$ cat src/design/iepd_pkg.sv
// constants, field layout and carrier types of the input endpoint
// descriptor register bank; assumes one 100 MHz clock domain
package iepd_pkg;

  localparam int NEP = 3;
  localparam int FIFO_DEPTH = 8;

  // endpoint zero register addresses
  localparam logic [15:0] EP0_IN_CFG = 16'hFF80;
  localparam logic [15:0] EP0_IN_CNT = 16'hFF81;
  localparam logic [15:0] EP0_OUT_CFG = 16'hFF82;
  localparam logic [15:0] EP0_OUT_CNT = 16'hFF83;
  // endpoint n occupies EPN_WIN + 8*n, n = 1..3
  localparam logic [15:0] EPN_WIN = 16'hFF00;
  localparam logic [2:0] OFS_CFG = 3'h0;
  localparam logic [2:0] OFS_PBASE = 3'h1;
  localparam logic [2:0] OFS_PCNT = 3'h2;
  localparam logic [2:0] OFS_SBASE = 3'h3;
  localparam logic [2:0] OFS_SCNT = 3'h4;
  localparam logic [2:0] OFS_SIZE = 3'h5;

  // field positions; endpoint zero shares all but the double buffer enable bit with endpoints 1-3
  localparam int NAK_BIT = 7;
  localparam int UBME_BIT = 7;
  localparam int TOG_BIT = 5;
  localparam int DOUBLE_BUFFER_ENABLE_BIT = 4;
  localparam int STALL_BIT = 3;

  localparam logic [7:0] CFGN_WMASK = 8'hFC;
  localparam logic [7:0] CFG0_WMASK = 8'h8C;
  localparam logic [7:0] CNT0_WMASK = 8'h8F;
  localparam logic [7:0] SIZE_WMASK = 8'h7F;
  localparam logic [3:0] EP0_MAX_CNT = 4'h8;

  localparam logic [7:0] RST_CNT = 8'h80;
  localparam logic [7:0] RST_REG = 8'h00;

  // buffer memory window and fixed endpoint zero buffers
  localparam logic [15:0] BUF_WIN = 16'hF800;
  localparam logic [15:0] EP0_IN_BUF = 16'hFEF8;
  localparam logic [15:0] EP0_OUT_BUF = 16'hFEF0;

  typedef enum logic [2:0] {
    ANS_DATA = 3'b001,
    ANS_NAK = 3'b010,
    ANS_STALL = 3'b100
  } iepd_kind_type;

  typedef struct packed {
    iepd_kind_type kind;
    logic [1:0] ep;
    logic bufSel;
    logic [15:0] addr;
    logic [6:0] count;
  } iepd_ans_type;

  typedef struct packed {
    logic [1:0] ep;
    logic bufSel;
  } iepd_ack_type;

endpackage

$ cat src/design/iepd_regs.sv
// input endpoint descriptor register bank with answer fifo
// assumes register port and buffer manager on clk_sys, sync reset
//
// The plain strobed port was chosen for this implementation.
`timescale 1ns/1ps
`default_nettype none

// ---------------------------------------------------------------
// answer fifo
// ---------------------------------------------------------------
module iepd_fifo
  import iepd_pkg::*;
#(
  parameter int WIDTH = 29,
  parameter int DEPTH = 8
)
(
  input wire logic clk_sys,
  input wire logic rst,
  input wire logic inValid,
  output logic inReady,
  input wire logic [WIDTH-1:0] inData,
  output logic outValid,
  input wire logic outReady,
  output logic [WIDTH-1:0] outData
);
  localparam int AW = $clog2(DEPTH);
  typedef struct packed {
    logic [DEPTH-1:0][WIDTH-1:0] mem;
    logic [AW:0] wp;
    logic [AW:0] rp;
  } iepd_fifo_type;
  iepd_fifo_type st_q;
  iepd_fifo_type st_d;
  logic [AW:0] fill;

  assign fill = st_q.wp - st_q.rp;
  assign inReady = fill != (AW+1)'(DEPTH);
  assign outValid = st_q.wp != st_q.rp;
  assign outData = st_q.mem[st_q.rp[AW-1:0]];

  always_comb
  begin
    st_d = st_q;
    if (inValid && inReady)
    begin
      st_d.mem[st_q.wp[AW-1:0]] = inData;
      st_d.wp = st_q.wp + 1'b1;
    end
    if (outValid && outReady)
    begin
      st_d.rp = st_q.rp + 1'b1;
    end
  end

  always_ff @(posedge clk_sys)
  begin
    if (rst)
    begin
      st_q <= '0;
    end
    else
    begin
      st_q <= st_d;
    end
  end
endmodule // iepd_fifo

// ---------------------------------------------------------------
// descriptor register bank
// ---------------------------------------------------------------
module iepd_regs
  import iepd_pkg::*;
(
  input wire logic clk_sys,
  input wire logic rst,
  input wire logic [15:0] regAddr,
  input wire logic [7:0] regWrData,
  input wire logic regWr,
  input wire logic regRd,
  output logic [7:0] regRdData,
  input wire logic inReqValid,
  input wire logic [1:0] inReqEp,
  output logic inReqReady,
  input wire logic ackValid,
  input wire iepd_ack_type ackInfo,
  input wire logic setupSeen,
  output logic ansValid,
  input wire logic ansReady,
  output iepd_ans_type ansData
);
  typedef struct packed {
    logic [NEP-1:0][7:0] cfg;
    logic [NEP-1:0][7:0] pBase;
    logic [NEP-1:0][7:0] pCnt;
    logic [NEP-1:0][7:0] sBase;
    logic [NEP-1:0][7:0] sCnt;
    logic [NEP-1:0][7:0] size;
    logic [7:0] e0InCfg;
    logic [7:0] e0InCnt;
    logic [7:0] e0OutCfg;
    logic [7:0] e0OutCnt;
    logic [7:0] rdata;
  } iepd_state_type;

  localparam iepd_state_type ST_RST = '{
    cfg: {NEP{RST_REG}}, pBase: {NEP{RST_REG}},
    pCnt: {NEP{RST_CNT}}, sBase: {NEP{RST_REG}},
    sCnt: {NEP{RST_CNT}}, size: {NEP{RST_REG}},
    e0InCfg: RST_REG, e0InCnt: RST_CNT,
    e0OutCfg: RST_REG, e0OutCnt: RST_CNT, rdata: RST_REG};

  iepd_state_type st_q;
  iepd_state_type st_d;
  iepd_ans_type pushAns;
  logic pushOk;
  logic epHit;
  logic [1:0] rIdx;
  logic [1:0] qIdx;
  logic [1:0] aIdx;
  logic [7:0] qCfg;
  logic qSel;
  logic qNak;

  // ---------------------------------------------------------------
  // decode
  // ---------------------------------------------------------------
  assign epHit = regAddr[15:5] == EPN_WIN[15:5] && regAddr[4:3] != 2'h0;
  assign rIdx = 2'(regAddr[4:3] - 2'h1);
  assign qIdx = 2'(inReqEp - 2'h1);
  assign aIdx = 2'(ackInfo.ep - 2'h1);
  assign pushOk = inReqValid && inReqReady;
  assign regRdData = st_q.rdata;

  // ---------------------------------------------------------------
  // IN request decision
  // ---------------------------------------------------------------
  assign qCfg = st_q.cfg[qIdx];
  assign qSel = qCfg[DOUBLE_BUFFER_ENABLE_BIT] && qCfg[TOG_BIT];
  assign qNak = qSel ? st_q.sCnt[qIdx][NAK_BIT] : st_q.pCnt[qIdx][NAK_BIT];

  always_comb
  begin
    pushAns = '0;
    pushAns.kind = ANS_NAK;
    pushAns.ep = inReqEp;
    if (inReqEp == 2'h0)
    begin
      // disabled endpoint is never served
      if (!st_q.e0InCfg[UBME_BIT])
      begin
        pushAns.kind = ANS_NAK;
      end
      else if (st_q.e0InCfg[STALL_BIT])
      begin
        pushAns.kind = ANS_STALL;
      end
      else if (!st_q.e0InCnt[NAK_BIT])
      begin
        pushAns.kind = ANS_DATA;
        pushAns.addr = EP0_IN_BUF;
        // reserved codes above eight fall back to eight
        pushAns.count = st_q.e0InCnt[3:0] > EP0_MAX_CNT ?
          {3'h0, EP0_MAX_CNT} : {3'h0, st_q.e0InCnt[3:0]};
      end
    end
    else
    begin
      pushAns.bufSel = qSel;
      if (!qCfg[UBME_BIT])
      begin
        pushAns.kind = ANS_NAK;
      end
      else if (qCfg[STALL_BIT])
      begin
        pushAns.kind = ANS_STALL;
      end
      else if (!qNak)
      begin
        pushAns.kind = ANS_DATA;
        if (qSel)
        begin
          pushAns.addr = BUF_WIN | {5'h00, st_q.sBase[qIdx], 3'h0};
          pushAns.count = st_q.sCnt[qIdx][6:0];
        end
        else
        begin
          pushAns.addr = BUF_WIN | {5'h00, st_q.pBase[qIdx], 3'h0};
          pushAns.count = st_q.pCnt[qIdx][6:0];
        end
      end
    end
  end

  // ---------------------------------------------------------------
  // register state
  // ---------------------------------------------------------------
  always_comb
  begin
    st_d = st_q;
    st_d.rdata = 8'h00;
    if (regRd)
    begin
      if (regAddr == EP0_IN_CFG)
      begin
        st_d.rdata = st_q.e0InCfg;
      end
      else if (regAddr == EP0_IN_CNT)
      begin
        st_d.rdata = st_q.e0InCnt;
      end
      else if (regAddr == EP0_OUT_CFG)
      begin
        st_d.rdata = st_q.e0OutCfg;
      end
      else if (regAddr == EP0_OUT_CNT)
      begin
        st_d.rdata = st_q.e0OutCnt;
      end
      else if (epHit)
      begin
        case (regAddr[2:0])
          OFS_CFG: st_d.rdata = st_q.cfg[rIdx];
          OFS_PBASE: st_d.rdata = st_q.pBase[rIdx];
          OFS_PCNT: st_d.rdata = st_q.pCnt[rIdx];
          OFS_SBASE: st_d.rdata = st_q.sBase[rIdx];
          OFS_SCNT: st_d.rdata = st_q.sCnt[rIdx];
          OFS_SIZE: st_d.rdata = st_q.size[rIdx];
          default: st_d.rdata = 8'h00;
        endcase
      end
    end
    // stall of endpoints 1-3 is spent by its handshake; a software set in the
    // same cycle wins because the write comes after
    if (pushOk && pushAns.kind == ANS_STALL && inReqEp != 2'h0)
    begin
      st_d.cfg[qIdx][STALL_BIT] = 1'b0;
    end
    if (setupSeen)
    begin
      st_d.e0InCfg[STALL_BIT] = 1'b0;
      st_d.e0OutCfg[STALL_BIT] = 1'b0;
    end
    if (regWr)
    begin
      if (regAddr == EP0_IN_CFG)
      begin
        st_d.e0InCfg = (regWrData & CFG0_WMASK) | (st_q.e0InCfg & ~CFG0_WMASK);
      end
      else if (regAddr == EP0_IN_CNT)
      begin
        st_d.e0InCnt = regWrData & CNT0_WMASK;
      end
      else if (regAddr == EP0_OUT_CFG)
      begin
        st_d.e0OutCfg = (regWrData & CFG0_WMASK) | (st_q.e0OutCfg & ~CFG0_WMASK);
      end
      else if (regAddr == EP0_OUT_CNT)
      begin
        st_d.e0OutCnt = regWrData & CNT0_WMASK;
      end
      else if (epHit)
      begin
        case (regAddr[2:0])
          OFS_CFG: st_d.cfg[rIdx] = regWrData & CFGN_WMASK;
          OFS_PBASE: st_d.pBase[rIdx] = regWrData;
          OFS_PCNT: st_d.pCnt[rIdx] = regWrData;
          OFS_SBASE: st_d.sBase[rIdx] = regWrData;
          OFS_SCNT: st_d.sCnt[rIdx] = regWrData;
          OFS_SIZE: st_d.size[rIdx] = regWrData & SIZE_WMASK;
          default: st_d.rdata = st_d.rdata;
        endcase
      end
    end
    // hardware marking a buffer empty beats a software clear
    if (ackValid)
    begin
      if (ackInfo.ep == 2'h0)
      begin
        st_d.e0InCnt[NAK_BIT] = 1'b1;
        st_d.e0InCfg[TOG_BIT] = ~st_q.e0InCfg[TOG_BIT];
      end
      else
      begin
        if (ackInfo.bufSel)
        begin
          st_d.sCnt[aIdx][NAK_BIT] = 1'b1;
        end
        else
        begin
          st_d.pCnt[aIdx][NAK_BIT] = 1'b1;
        end
        st_d.cfg[aIdx][TOG_BIT] = ~st_q.cfg[aIdx][TOG_BIT];
      end
    end
  end

  always_ff @(posedge clk_sys)
  begin
    if (rst)
    begin
      st_q <= ST_RST;
    end
    else
    begin
      st_q <= st_d;
    end
  end

  // ---------------------------------------------------------------
  // answer path
  // ---------------------------------------------------------------
  // a full fifo stalls requests rather than dropping answers
  iepd_fifo #(
    .WIDTH($bits(iepd_ans_type)),
    .DEPTH(FIFO_DEPTH)
  ) iepd_fifo_inst (
    .clk_sys(clk_sys),
    .rst(rst),
    .inValid(inReqValid),
    .inReady(inReqReady),
    .inData(pushAns),
    .outValid(ansValid),
    .outReady(ansReady),
    .outData(ansData)
  );
endmodule // iepd_regs

`default_nettype wire

$ cat config.mk
export PLATFORM = sky130hd
export DESIGN_NAME = iepd_regs
export DESIGN_NICKNAME = d
export VERILOG_FILES = /design/src/design/iepd_pkg.sv /design/src/design/iepd_regs.sv
export SDC_FILE = /design/constraint.sdc
export NUM_CORES = 1
export LEC_CHECK = 0
export ABC_AREA = 1
export ABC_CLOCK_PERIOD_IN_PS = 3200
export BUFFER_PORTS_ARGS = -buffer_cell sky130_fd_sc_hd__buf_4
export CORE_ASPECT_RATIO = 1.4
export CORE_MARGIN = 5
export CORE_UTILIZATION = 50
export DETAILED_ROUTE_END_ITERATION = 10
export HOLD_SLACK_MARGIN = 0.03
export PLACE_DENSITY = 0.63
export SYNTH_ARGS = -nofsm -noshare
export SYNTH_HDL_FRONTEND = slang
export SYNTH_SLANG_ARGS = --single-unit
$ cat constraint.sdc
create_clock -name clk_sys -period 3.2 [get_ports clk_sys]
set_clock_uncertainty 0.05 [all_clocks]
set_input_delay 0.32 -clock clk_sys [delete_from_list [all_inputs] [get_ports clk_sys]]
set_output_delay 0.32 -clock clk_sys [all_outputs]
set_load 0.01 [all_outputs]
### Yosys cells after proc, flatten, opt, wreduce, memory -nomap -nowiden

Cells that the tools add are included.

| storage, ports and cells | value |
|---|---|
| bits in registers | 418 |
| bits in latches | 0 |
| RAM bits | 0 |
| bits in read-only memories | 0 |
| input bits | 37 |
| output and inout bits | 39 |
| logic and storage cells | 202 |
| memories | 0 |

| operators by class | value |
|---|---|
| add/subtract/negate cells | 6 |
| multiply operators | 0 |
| div/mod/pow operators | 0 |
| $lt $le $gt $ge | 10 |
| eq/ne operators | 13 |
| shifts and indexed selects | 0 |
| mux-type cells | 103 |
| bitwise gates (word level) | 12 |
| reductions and logical operators | 22 |

Operators by type and width:

| operator | count |
|---|---|
| 2-to-1 mux 144 bit | 5 |
| 2-to-1 mux 24 bit | 16 |
| bitwise mux 232 bit | 1 |
| binary-select mux 8 bit (select 2 bit) | 12 |
| 2-to-1 mux 184 bit | 1 |
| 2-to-1 mux 8 bit | 23 |
| bitwise mux 24 bit | 7 |
| 2-to-1 mux 23 bit | 7 |
| binary-select mux 29 bit (select 3 bit) | 1 |
| demux 29 bit (select 3 bit) | 1 |
| demux 8 bit (select 2 bit) | 4 |
| equality test 16 bit (second input constant) | 4 |
| 2-to-1 mux 29 bit | 2 |
| bitwise OR 24 bit | 2 |
| case mux 8 bit (6 select lines) | 1 |
| 2-to-1 mux 32 bit | 1 |
| bitwise AND 24 bit | 1 |
| inverter 24 bit | 1 |
| AND reduction 7 bit | 3 |
| 2-to-1 mux 18 bit | 1 |
| 2-to-1 mux 16 bit | 1 |
| bitwise OR 8 x 7 -> 8 bit | 2 |
| 2-to-1 mux 3 bit | 5 |
| 2-to-1 mux 6 bit | 2 |
| 26 further kinds | 62 |

### Longest topological paths before layout

Gate-level depths: netlist of the first run.

| logic depth | value |
|---|---|
| depth in word-level cells | 25 |
| mapped depth | 18 |
| depth with buffers taken out | 15 |

### Hierarchy

From an unflattened synthesis of the first run, not the netlist that was laid out.

| second synthesis, totals | value |
|---|---|
| cells, all modules | 3,719 |
| area total of the unflattened synthesis | 22,826.9 um2 |

Modules (own cells, without submodules):

| module | times used | cells an instance | area an instance (um2) | sequential area each (um2) |
|---|---|---|---|---|
| iepd_fifo | 1 | 2,237 | 13,524.2 | 4,804.6 |
| iepd_regs | 1 | 1,482 | 9,302.7 | 3,203.1 |

### Least setup slack after synthesis of the first run

Ideal clock, no wire load.

| timing | value |
|---|---|
| path kind | in2reg |
| start point | input regAddr[3] |
| end point | register st_q (netlist bit regRdData[0]) |
| setup time | 120 ps |
| data arrival time | 2,385 ps |
| data required time | 3,030 ps |
| path slack | 645 ps |
| stages on the path | 12 |
| path buffers | 5 |
| path through | buf_2 > clkinv_1 > clkbuf_1 > ha_1 > clkbuf_1 > clkbuf_1 > clkbuf_1 > nor3_1 > o21ai_0 > nand4_1 > nand2_1 > nand3_1 |

| on the way | value |
|---|---|
| longest elaborated chain between the ends | 14 |
| elaborated cells on any way between the ends | 30 |
| classes of those cells | add/sub (1); eq/ne (4); mux (23); reduce/logical (2) |

Ends and longest elaborated chain:

| element | RTL line | text |
|---|---|---|
| from (decl) | iepd_regs.sv:77 | `input wire logic [15:0] regAddr,` |
| subtractor 2 x 1 -> 2 bit | iepd_regs.sv:129 | `assign rIdx = 2'(regAddr[4:3] - 2'h1);` |
| binary-select mux 8 bit (select 2 bit) (tied with other cells) | iepd_regs.sv:228 | `OFS_SIZE: st_d.rdata = st_q.size[rIdx];` |
| 2-to-1 mux 8 bit (not written as such) (tied with other cells) | iepd_regs.sv:228 |  |
| case mux 8 bit (6 select lines) | iepd_regs.sv:222 | `case (regAddr[2:0])` |
| 2-to-1 mux 8 bit | iepd_regs.sv:220 | `else if (epHit)` |
| 2-to-1 mux 8 bit | iepd_regs.sv:216 | `else if (regAddr == EP0_OUT_CNT)` |
| 2-to-1 mux 8 bit | iepd_regs.sv:212 | `else if (regAddr == EP0_OUT_CFG)` |
| 2-to-1 mux 8 bit | iepd_regs.sv:208 | `else if (regAddr == EP0_IN_CNT)` |
| 2-to-1 mux 8 bit | iepd_regs.sv:204 | `if (regAddr == EP0_IN_CFG)` |
| 2-to-1 mux 8 bit | iepd_regs.sv:202 | `if (regRd)` |
| 2-to-1 mux 16 bit | iepd_regs.sv:254 | `else if (regAddr == EP0_OUT_CFG)` |
| 2-to-1 mux 24 bit | iepd_regs.sv:250 | `else if (regAddr == EP0_IN_CNT)` |
| 2-to-1 mux 32 bit | iepd_regs.sv:246 | `if (regAddr == EP0_IN_CFG)` |
| 2-to-1 mux 184 bit (*) | iepd_regs.sv:244 | `if (regWr)` |
| to (signal assigned) | iepd_regs.sv:306 | `st_q <= st_d;` |
| to (decl) | iepd_regs.sv:113 | `iepd_state_type st_q;` |

Every way passes the cells marked *; elsewhere a longest branch is shown, timed or not. The select of a mux whose other input is x is not followed.
A chain may end at the register's enable or synchronous reset.

==> impl_metrics.py, run 1 <==
metrics = {
    "outcome": {
        "status": "completed",
    },
    "detailed_routing": {
        "wl_um": 59100,
        "dr.pass1.iters": 5,
        "wl_per_cell_um": 19.4,
        "drt_iter0_drc": 1512,
        "viasPerCell": 5.64,
        "vias": 17191,
        "drc": 0,
        "postRouteAntennaNets": 0,
    },
    "finish": {
        "layout_commonest_cell": "nand2_1",
        "fin_area_um2": 19300,
        "final_cell_mix": "nand2_1 (516), nor2_1 (341), dfxtp_1 (335), inv_1 (280), o21ai_0 (279)",
        "fillers": 3403,
        "area_delta_synth_final_pct": 11.7,
        "utilization_pct": 56.5,
        "drive_gt1_share_pct": 9.55,
        "antennaDiodeCount": 0,
        "fin_cells": 3048,
        "nNetsFinal": 2624,
    },
    "critical_path": {
        "reg2reg_slack_ns": 0.48,
        "arrival_ns": 2.66,
        "slowest_delay_ns": 0.54,
        "r2r-start": "iepd_fifo_inst.st_q[4]$_SDFFE_PP0P_",
        "r2r-end": "iepd_fifo_inst.st_q[186]$_SDFFE_PP0P_",
        "crit_fanout": 56,
        "cp-startpoint": "iepd_fifo_inst.st_q[0]$_SDFFE_PP0P_",
        "reg2reg_depth": 15,
        "endpoint_kind": "output port",
        "crit_top_cell": "buf_4",
        "path_cells": "buf_4 -> o21ai_0 -> o22ai_1 -> nor2_1 -> a31oi_1 -> buf_4",
        "required_ns": 2.83,
        "critPathLaunchType": "flip-flop",
        "cp_slowest_cell": "buf_4",
        "criticalPathCategory": "flip-flop to output port",
    },
    "timing": {
        "slew_headroom_pct": 29.4,
        "worst_pin_slew_ns": 1.06,
        "fin_ws_ns": 0.172,
        "max_freq_mhz": 330,
        "fin_crit_ns": 3.03,
        "fin_tns_setup_ns": 0,
        "final_hold_viol_count": 0,
        "rsz0062_at_grt": "no",
        "maxSlewViolCount": 0,
        "fin_crit_sh_pct": 94.6,
        "setup_viol": 0,
    },
    "power": {
        "power-per-cell-area_nw_per_um2": 630,
        "p_leak_nw": 8.19,
        "peakVddDrop_mv": 0.631,
    },
    "run": {
        "cap_viol_max_count": 0,
    },
    "clock_tree": {
        "clockBufferDepth": 3,
        "clk_latency_ns": 0.54,
        "cts-root-buf": "clkbuf_16",
        "cts_tree": "yes",
        "postCtsResizedCells": 0,
        "ctsHtreeMaxLevel": 2,
        "clk_pin_slew_worst_paths_ns": 0.06,
        "ctsHoldBuffers": 6,
        "cts_setup_buffers": 0,
        "clkSinkCount": 336,
        "cts_buffers": 37,
    },
    "place": {
        "io_buffers": 72,
        "gp_congestion": 0.958,
        "dp_cells": 2976,
        "place_area_um2": 18000,
        "hpwl_um": 39000,
        "post-place-ws_ns": 0.214,
    },
    "floorplan": {
        "initial_core_util_pct": 50.6,
        "io_pins": 76,
        "rows": 80,
        "die-width_um": 167,
        "die_y_um": 230,
        "dieArea_um2": 38400,
        "core_um2": 34100,
    },
    "yosys": {
        "synth-edff-count": 0,
        "synth_cell_types": 45,
        "yosysSeqAreaShare_pct": 39.0,
        "async_flop_share_pct": 0,
        "ys_ff_latch": 336,
        "syn_area_um2": 17300,
        "synthCells": 2574,
        "yosys_warnings": 0,
        "synthFlopType": "dfxtp_1",
        "avgSynthCellArea_um2": 6.71,
    },
    "global_routing": {
        "grt_max_degree": 176,
        "grt_overflow": 0,
        "grtUsageTotal_pct": 29.7,
        "grt_pass1_vias": 16095,
        "antenna_found_initial": 0,
        "grt_pass1_wl_um": 91300,
    },
    "hold_path": {
        "min_path_cells": 3,
        "worstHoldStart": "regWrData[0]",
        "hold_class": "input port to flip-flop",
        "hold_path_end": "st_q[8]$_SDFFE_PP0P_",
    },
}
==> metal layers <==
layer,track usage [%],part of all wire (%)
met5,0,0
met4,15.5,5.5
met3,4.07,6.2
met2,51.6,49
met1,35.6,39
==> state kept, by name, summed over array words and instances, names as in the netlist <==
register	cells
regRdData	8
iepd_fifo_inst.st_q	176
st_q	152
==> worst max path at each step <==
stage | end | slack [ns] | cells past startpoint
finish | ansData[22] | 0.17 | 6
global route | ansData[18] | 0.03 | 6
global placement | iepd_fifo_inst.st_q[195]$_SDFFE_PP0P_ | 0.35 | 13
detailed placement | iepd_fifo_inst.st_q[50]$_SDFFE_PP0P_ | 0.21 | 13
floorplan | regRdData[0]$_SDFF_PP0_ | 0.65 | 12
CTS | ansData[22] | 0.18 | 6
==> cells by family (layout without fill, tap and decap cells) <==
logic type / Yosys count / count (layout) / synth area share [%]
AND/OR/NAND/NOR: 1057 / 1057 / 26.0
AO/OA/AOI/OAI: 686 / 686 / 22.1
buffers and inverters: 475 / 496 / 11.5
flip-flops: 336 / 336 / 39.0
adder cells (fa/ha/maj): 17 / 17 / 1.23
other: 1 / 3 / 0.0217
XOR/XNOR: 1 / 1 / 0.0507
multiplexers: 1 / 1 / 0.0580
==> critical path, delay by kind of cell (launching register included) <==
kind	cells	cell delay [ns]
AOI/OAI and AO/OA	3	0.91
buffers and inverters	2	0.78
DFF	1	0.37
and+or+nand+nor	1	0.06
==> stage by stage <==
step / hold slack, ns / total power (W)
2_1_floorplan: 0.374 / 0.00654
3_3_place_gp: 0.387 / 0.00772
3_5_place_dp: 0.394 / 0.00775
4_1_cts: 0.0323 / 0.0122
5_1_grt: 0.0548 / 0.0127
6_report: 0.0472 / 0.0121
==> cell type report <==
class | count | area (um2) | area share [%]
clock buffer | 58 | 1150 | 5.95
clock inverter | 8 | 124 | 0.642
inverter | 296 | 1110 | 5.77
multi-input combinational | 1765 | 8550 | 44.3
sequential | 336 | 6730 | 34.9
tap | 451 | 564 | 2.93
timing repair buffer | 134 | 1060 | 5.49
==> cell usage after synthesis, types with 2 or more instances <==
| cell | instances | area, um2 |
|---|---|---|
| buf_6 | 9 | 101 |
| o211ai_1 | 3 | 22.5 |
| nand3_1 | 108 | 541 |
| inv_2 | 6 | 22.5 |
| nand4_1 | 32 | 200 |
| clkinv_1 | 8 | 30.0 |
| buf_4 | 25 | 188 |
| nor2_4 | 14 | 158 |
| o21ai_0 | 279 | 1400 |
| a21oi_2 | 6 | 52.6 |
| nand2_4 | 7 | 78.8 |
| o22ai_1 | 7 | 43.8 |
| nand2_2 | 5 | 31.3 |
| clkbuf_1 | 96 | 360 |
| o31ai_1 | 2 | 15.0 |
| dfxtp_1 | 336 | 6730 |
| nand3_4 | 3 | 52.6 |
| nor2_1 | 341 | 1280 |
| buf_2 | 39 | 195 |
| ha_1 | 17 | 213 |
| nor2_2 | 11 | 68.8 |
| buf_1 | 10 | 37.5 |
| a221oi_1 | 12 | 105 |
| a211oi_1 | 94 | 706 |
| nor3_1 | 10 | 50.1 |
| nand2_1 | 516 | 1940 |
| a22oi_1 | 4 | 30.0 |
| o2111ai_1 | 2 | 17.5 |
| nand3_2 | 3 | 30.0 |
| inv_1 | 282 | 1060 |
| a31oi_1 | 22 | 138 |
| a21oi_1 | 252 | 1260 |
==> power by group <==
| part | internal [W] | switching, W | leakage [nW] |
|---|---|---|---|
| Clock | 0.00271 | 0.00175 | 0.618 |
| Sequential | 0.00442 | 0.000106 | 2.71 |
| Combinational | 0.00107 | 0.00210 | 4.86 |
Note: power is estimated with default switching activity, not from simulation.
==> run 2: changes to the inputs <==
--- a/config.mk
+++ b/config.mk
@@ -14,6 +14,7 @@
 export DETAILED_ROUTE_END_ITERATION = 10
 export HOLD_SLACK_MARGIN = 0.03
 export PLACE_DENSITY = 0.63
+export REMOVE_ABC_BUFFERS = 1
 export SYNTH_ARGS = -nofsm -noshare
 export SYNTH_HDL_FRONTEND = slang
 export SYNTH_SLANG_ARGS = --single-unit
==> run 2 against run 1 <==
Sequential share of layout area about the same. Die area unchanged. Core utilization down 0.073 points. Sequential cell count unchanged. Via count down 1.0%. Global-route usage about the same. Critical path depth up 1. Clock power about the same. Combinational power about the same.
==> impl_metrics.py, run 2 (synthesis gave the netlist of run 1 again) <==
metrics = {
    "finish": {
        "regArea_um2": 6730,
        "nNetsFinal": 2622,
        "layout_commonest_cell": "nand2_1",
        "final_cell_mix": "nand2_1 (516), nor2_1 (341), dfxtp_1 (335), inv_1 (280), o21ai_0 (279)",
        "utilization_pct": 56.4,
        "fillers": 3428,
        "area_delta_synth_final_pct": 11.6,
        "top_register": "iepd_fifo_inst.st_q",
        "multiInputGateArea_um2": 8560,
        "largest_reg_flops": 176,
        "drive_gt1_share_pct": 9.68,
        "antennaDiodeCount": 0,
        "fin_area_um2": 19300,
    },
    "timing": {
        "fin_crit_sh_pct": 89.8,
        "worst_pin_slew_ns": 0.967,
        "maxSlewViolCount": 0,
        "max_freq_mhz": 348,
        "setup_viol": 0,
        "rsz0062_at_grt": "no",
        "fin_ws_ns": 0.326,
        "slew_headroom_pct": 35.5,
        "fin_tns_setup_ns": 0,
        "final_hold_viol_count": 0,
        "fin_crit_ns": 2.87,
    },
    "power": {
        "p_int_w": 0.00818,
        "clkPwrFrac_pct": 36.8,
        "power-per-cell-area_nw_per_um2": 631,
        "p_switching_w": 0.00398,
        "p_comb_share_pct": 26.0,
        "total_power_w": 0.0122,
        "swShare_pct": 32.7,
        "p_leak_nw": 8.18,
        "seqPwrFrac_pct": 37.2,
        "peakVddDrop_mv": 0.493,
    },
    "clock_tree": {
        "ctsHtreeMaxLevel": 2,
        "cts_tree": "yes",
        "clk_latency_ns": 0.54,
        "clkSinkCount": 336,
        "clockBufferDepth": 3,
        "clk_pin_slew_worst_paths_ns": 0.06,
        "cts-root-buf": "clkbuf_16",
        "cts_buffers": 36,
    },
    "hold_path": {
        "hold_path_end": "st_q[8]$_SDFFE_PP0P_",
        "worstHoldStart": "regWrData[0]",
        "min_path_cells": 3,
        "hold_class": "input port to flip-flop",
    },
    "critical_path": {
        "crit_fanout": 54,
        "r2r-start": "iepd_fifo_inst.st_q[2]$_SDFFE_PP0P_",
        "arrival_ns": 2.50,
        "criticalPathCategory": "flip-flop to output port",
        "required_ns": 2.83,
        "endpoint_kind": "output port",
        "reg2reg_slack_ns": 0.46,
        "r2r-end": "iepd_fifo_inst.st_q[101]$_SDFFE_PP0P_",
        "reg2reg_depth": 13,
        "critPathLaunchType": "flip-flop",
    },
    "place": {
        "place_area_um2": 18000,
        "io_buffers": 72,
        "post-place-ws_ns": 0.348,
        "gp_congestion": 0.940,
        "hpwl_um": 38500,
    },
    "detailed_routing": {
        "postRouteAntennaNets": 0,
        "drc": 0,
        "dr.pass1.iters": 6,
        "vias": 17014,
        "wl_per_cell_um": 19.3,
        "drt_iter0_drc": 1602,
        "viasPerCell": 5.59,
        "wl_um": 58800,
    },
    "global_routing": {
        "antenna_found_initial": 0,
        "grt_pass1_vias": 16033,
        "grtUsageTotal_pct": 29.7,
        "grt_max_degree": 176,
        "grt_pass1_wl_um": 91700,
        "grt_overflow": 0,
    },
    "floorplan": {
        "io_pins": 76,
        "die_y_um": 230,
        "initial_core_util_pct": 50.6,
        "die-width_um": 167,
        "core_um2": 34100,
        "rows": 80,
        "dieArea_um2": 38400,
    },
    "outcome": {
        "status": "completed",
    },
    "run": {
        "cap_viol_max_count": 0,
    },
}
[run 2: changes by cell type in the layout (fill, tap and decap cells not counted), sizes merged]
cell / change
clkbuf: -12
clkinv: +7
bufinv: +3
clkinvlp: -1
dlygate4sd3: -1
inv: +1
[run 2: timing repair]
action,4_1_cts,5_1_grt
hold buffers,5,0
endpoints found under the hold margin,11,0
gates resized for setup,0,1
endpoints found under the setup margin,0,6
setup buffers,0,0
[run 2: power by group through the flow]
stage | Clock [W] | Combinational, W | Sequential, W
global route | 0.00469 | 0.00349 | 0.00454
detailed placement | 0 | 0.00313 | 0.00461
CTS | 0.00453 | 0.00315 | 0.00452
finish | 0.00448 | 0.00316 | 0.00452
global placement | 0 | 0.00311 | 0.00461
floorplan | 0 | 0.00163 | 0.00469
[run 2: layer usage]
metal | track usage [%] | wire [um]
met1 | 36.6 | 23400
met2 | 51.9 | 29100
met3 | 3.66 | 3520
met4 | 13.1 | 2760
met5 | 0 | 0
[run 2: how the worst max path moves through the flow]
stage	startpoint	endpoint	cells past startpoint
6_report	iepd_fifo_inst.st_q[1]$_SDFFE_PP0P_	ansData[20]	7
5_1_grt	iepd_fifo_inst.st_q[4]$_SDFFE_PP0P_	iepd_fifo_inst.st_q[100]$_SDFFE_PP0P_	16
4_1_cts	iepd_fifo_inst.st_q[1]$_SDFFE_PP0P_	ansData[20]	7
3_5_place_dp	inReqEp[0]	iepd_fifo_inst.st_q[192]$_SDFFE_PP0P_	13
3_3_place_gp	inReqEp[0]	iepd_fifo_inst.st_q[50]$_SDFFE_PP0P_	12
2_1_floorplan	iepd_fifo_inst.st_q[0]$_SDFFE_PP0P_	iepd_fifo_inst.st_q[64]$_SDFFE_PP0P_	11
[run 2: area by class of cell]
type	count	area share, %
Clock buffer	46	5.19
Clock inverter	18	1.30
Inverter	296	5.78
Multi-Input combinational cell	1765	44.4
Sequential cell	336	34.9
Tap cell	451	2.93
Timing Repair Buffer	133	5.44
[run 2: worst max-delay path: stages (launching register included)]
cell     delay [ns]
dfxtp_1        0.32
inv_2          0.05
buf_4          0.57
o21ai_0        0.19
o22ai_1        0.15
nor2_1         0.07
a31oi_2        0.37
buf_4          0.20
[run 2: through the flow]
stage	std cells	hold slack [ns]
2_1_floorplan	2397	0.339
3_3_place_gp	2976	0.385
3_5_place_dp	2976	0.393
4_1_cts	3045	0.0388
5_1_grt	3045	0.0711
6_report	3045	0.0508
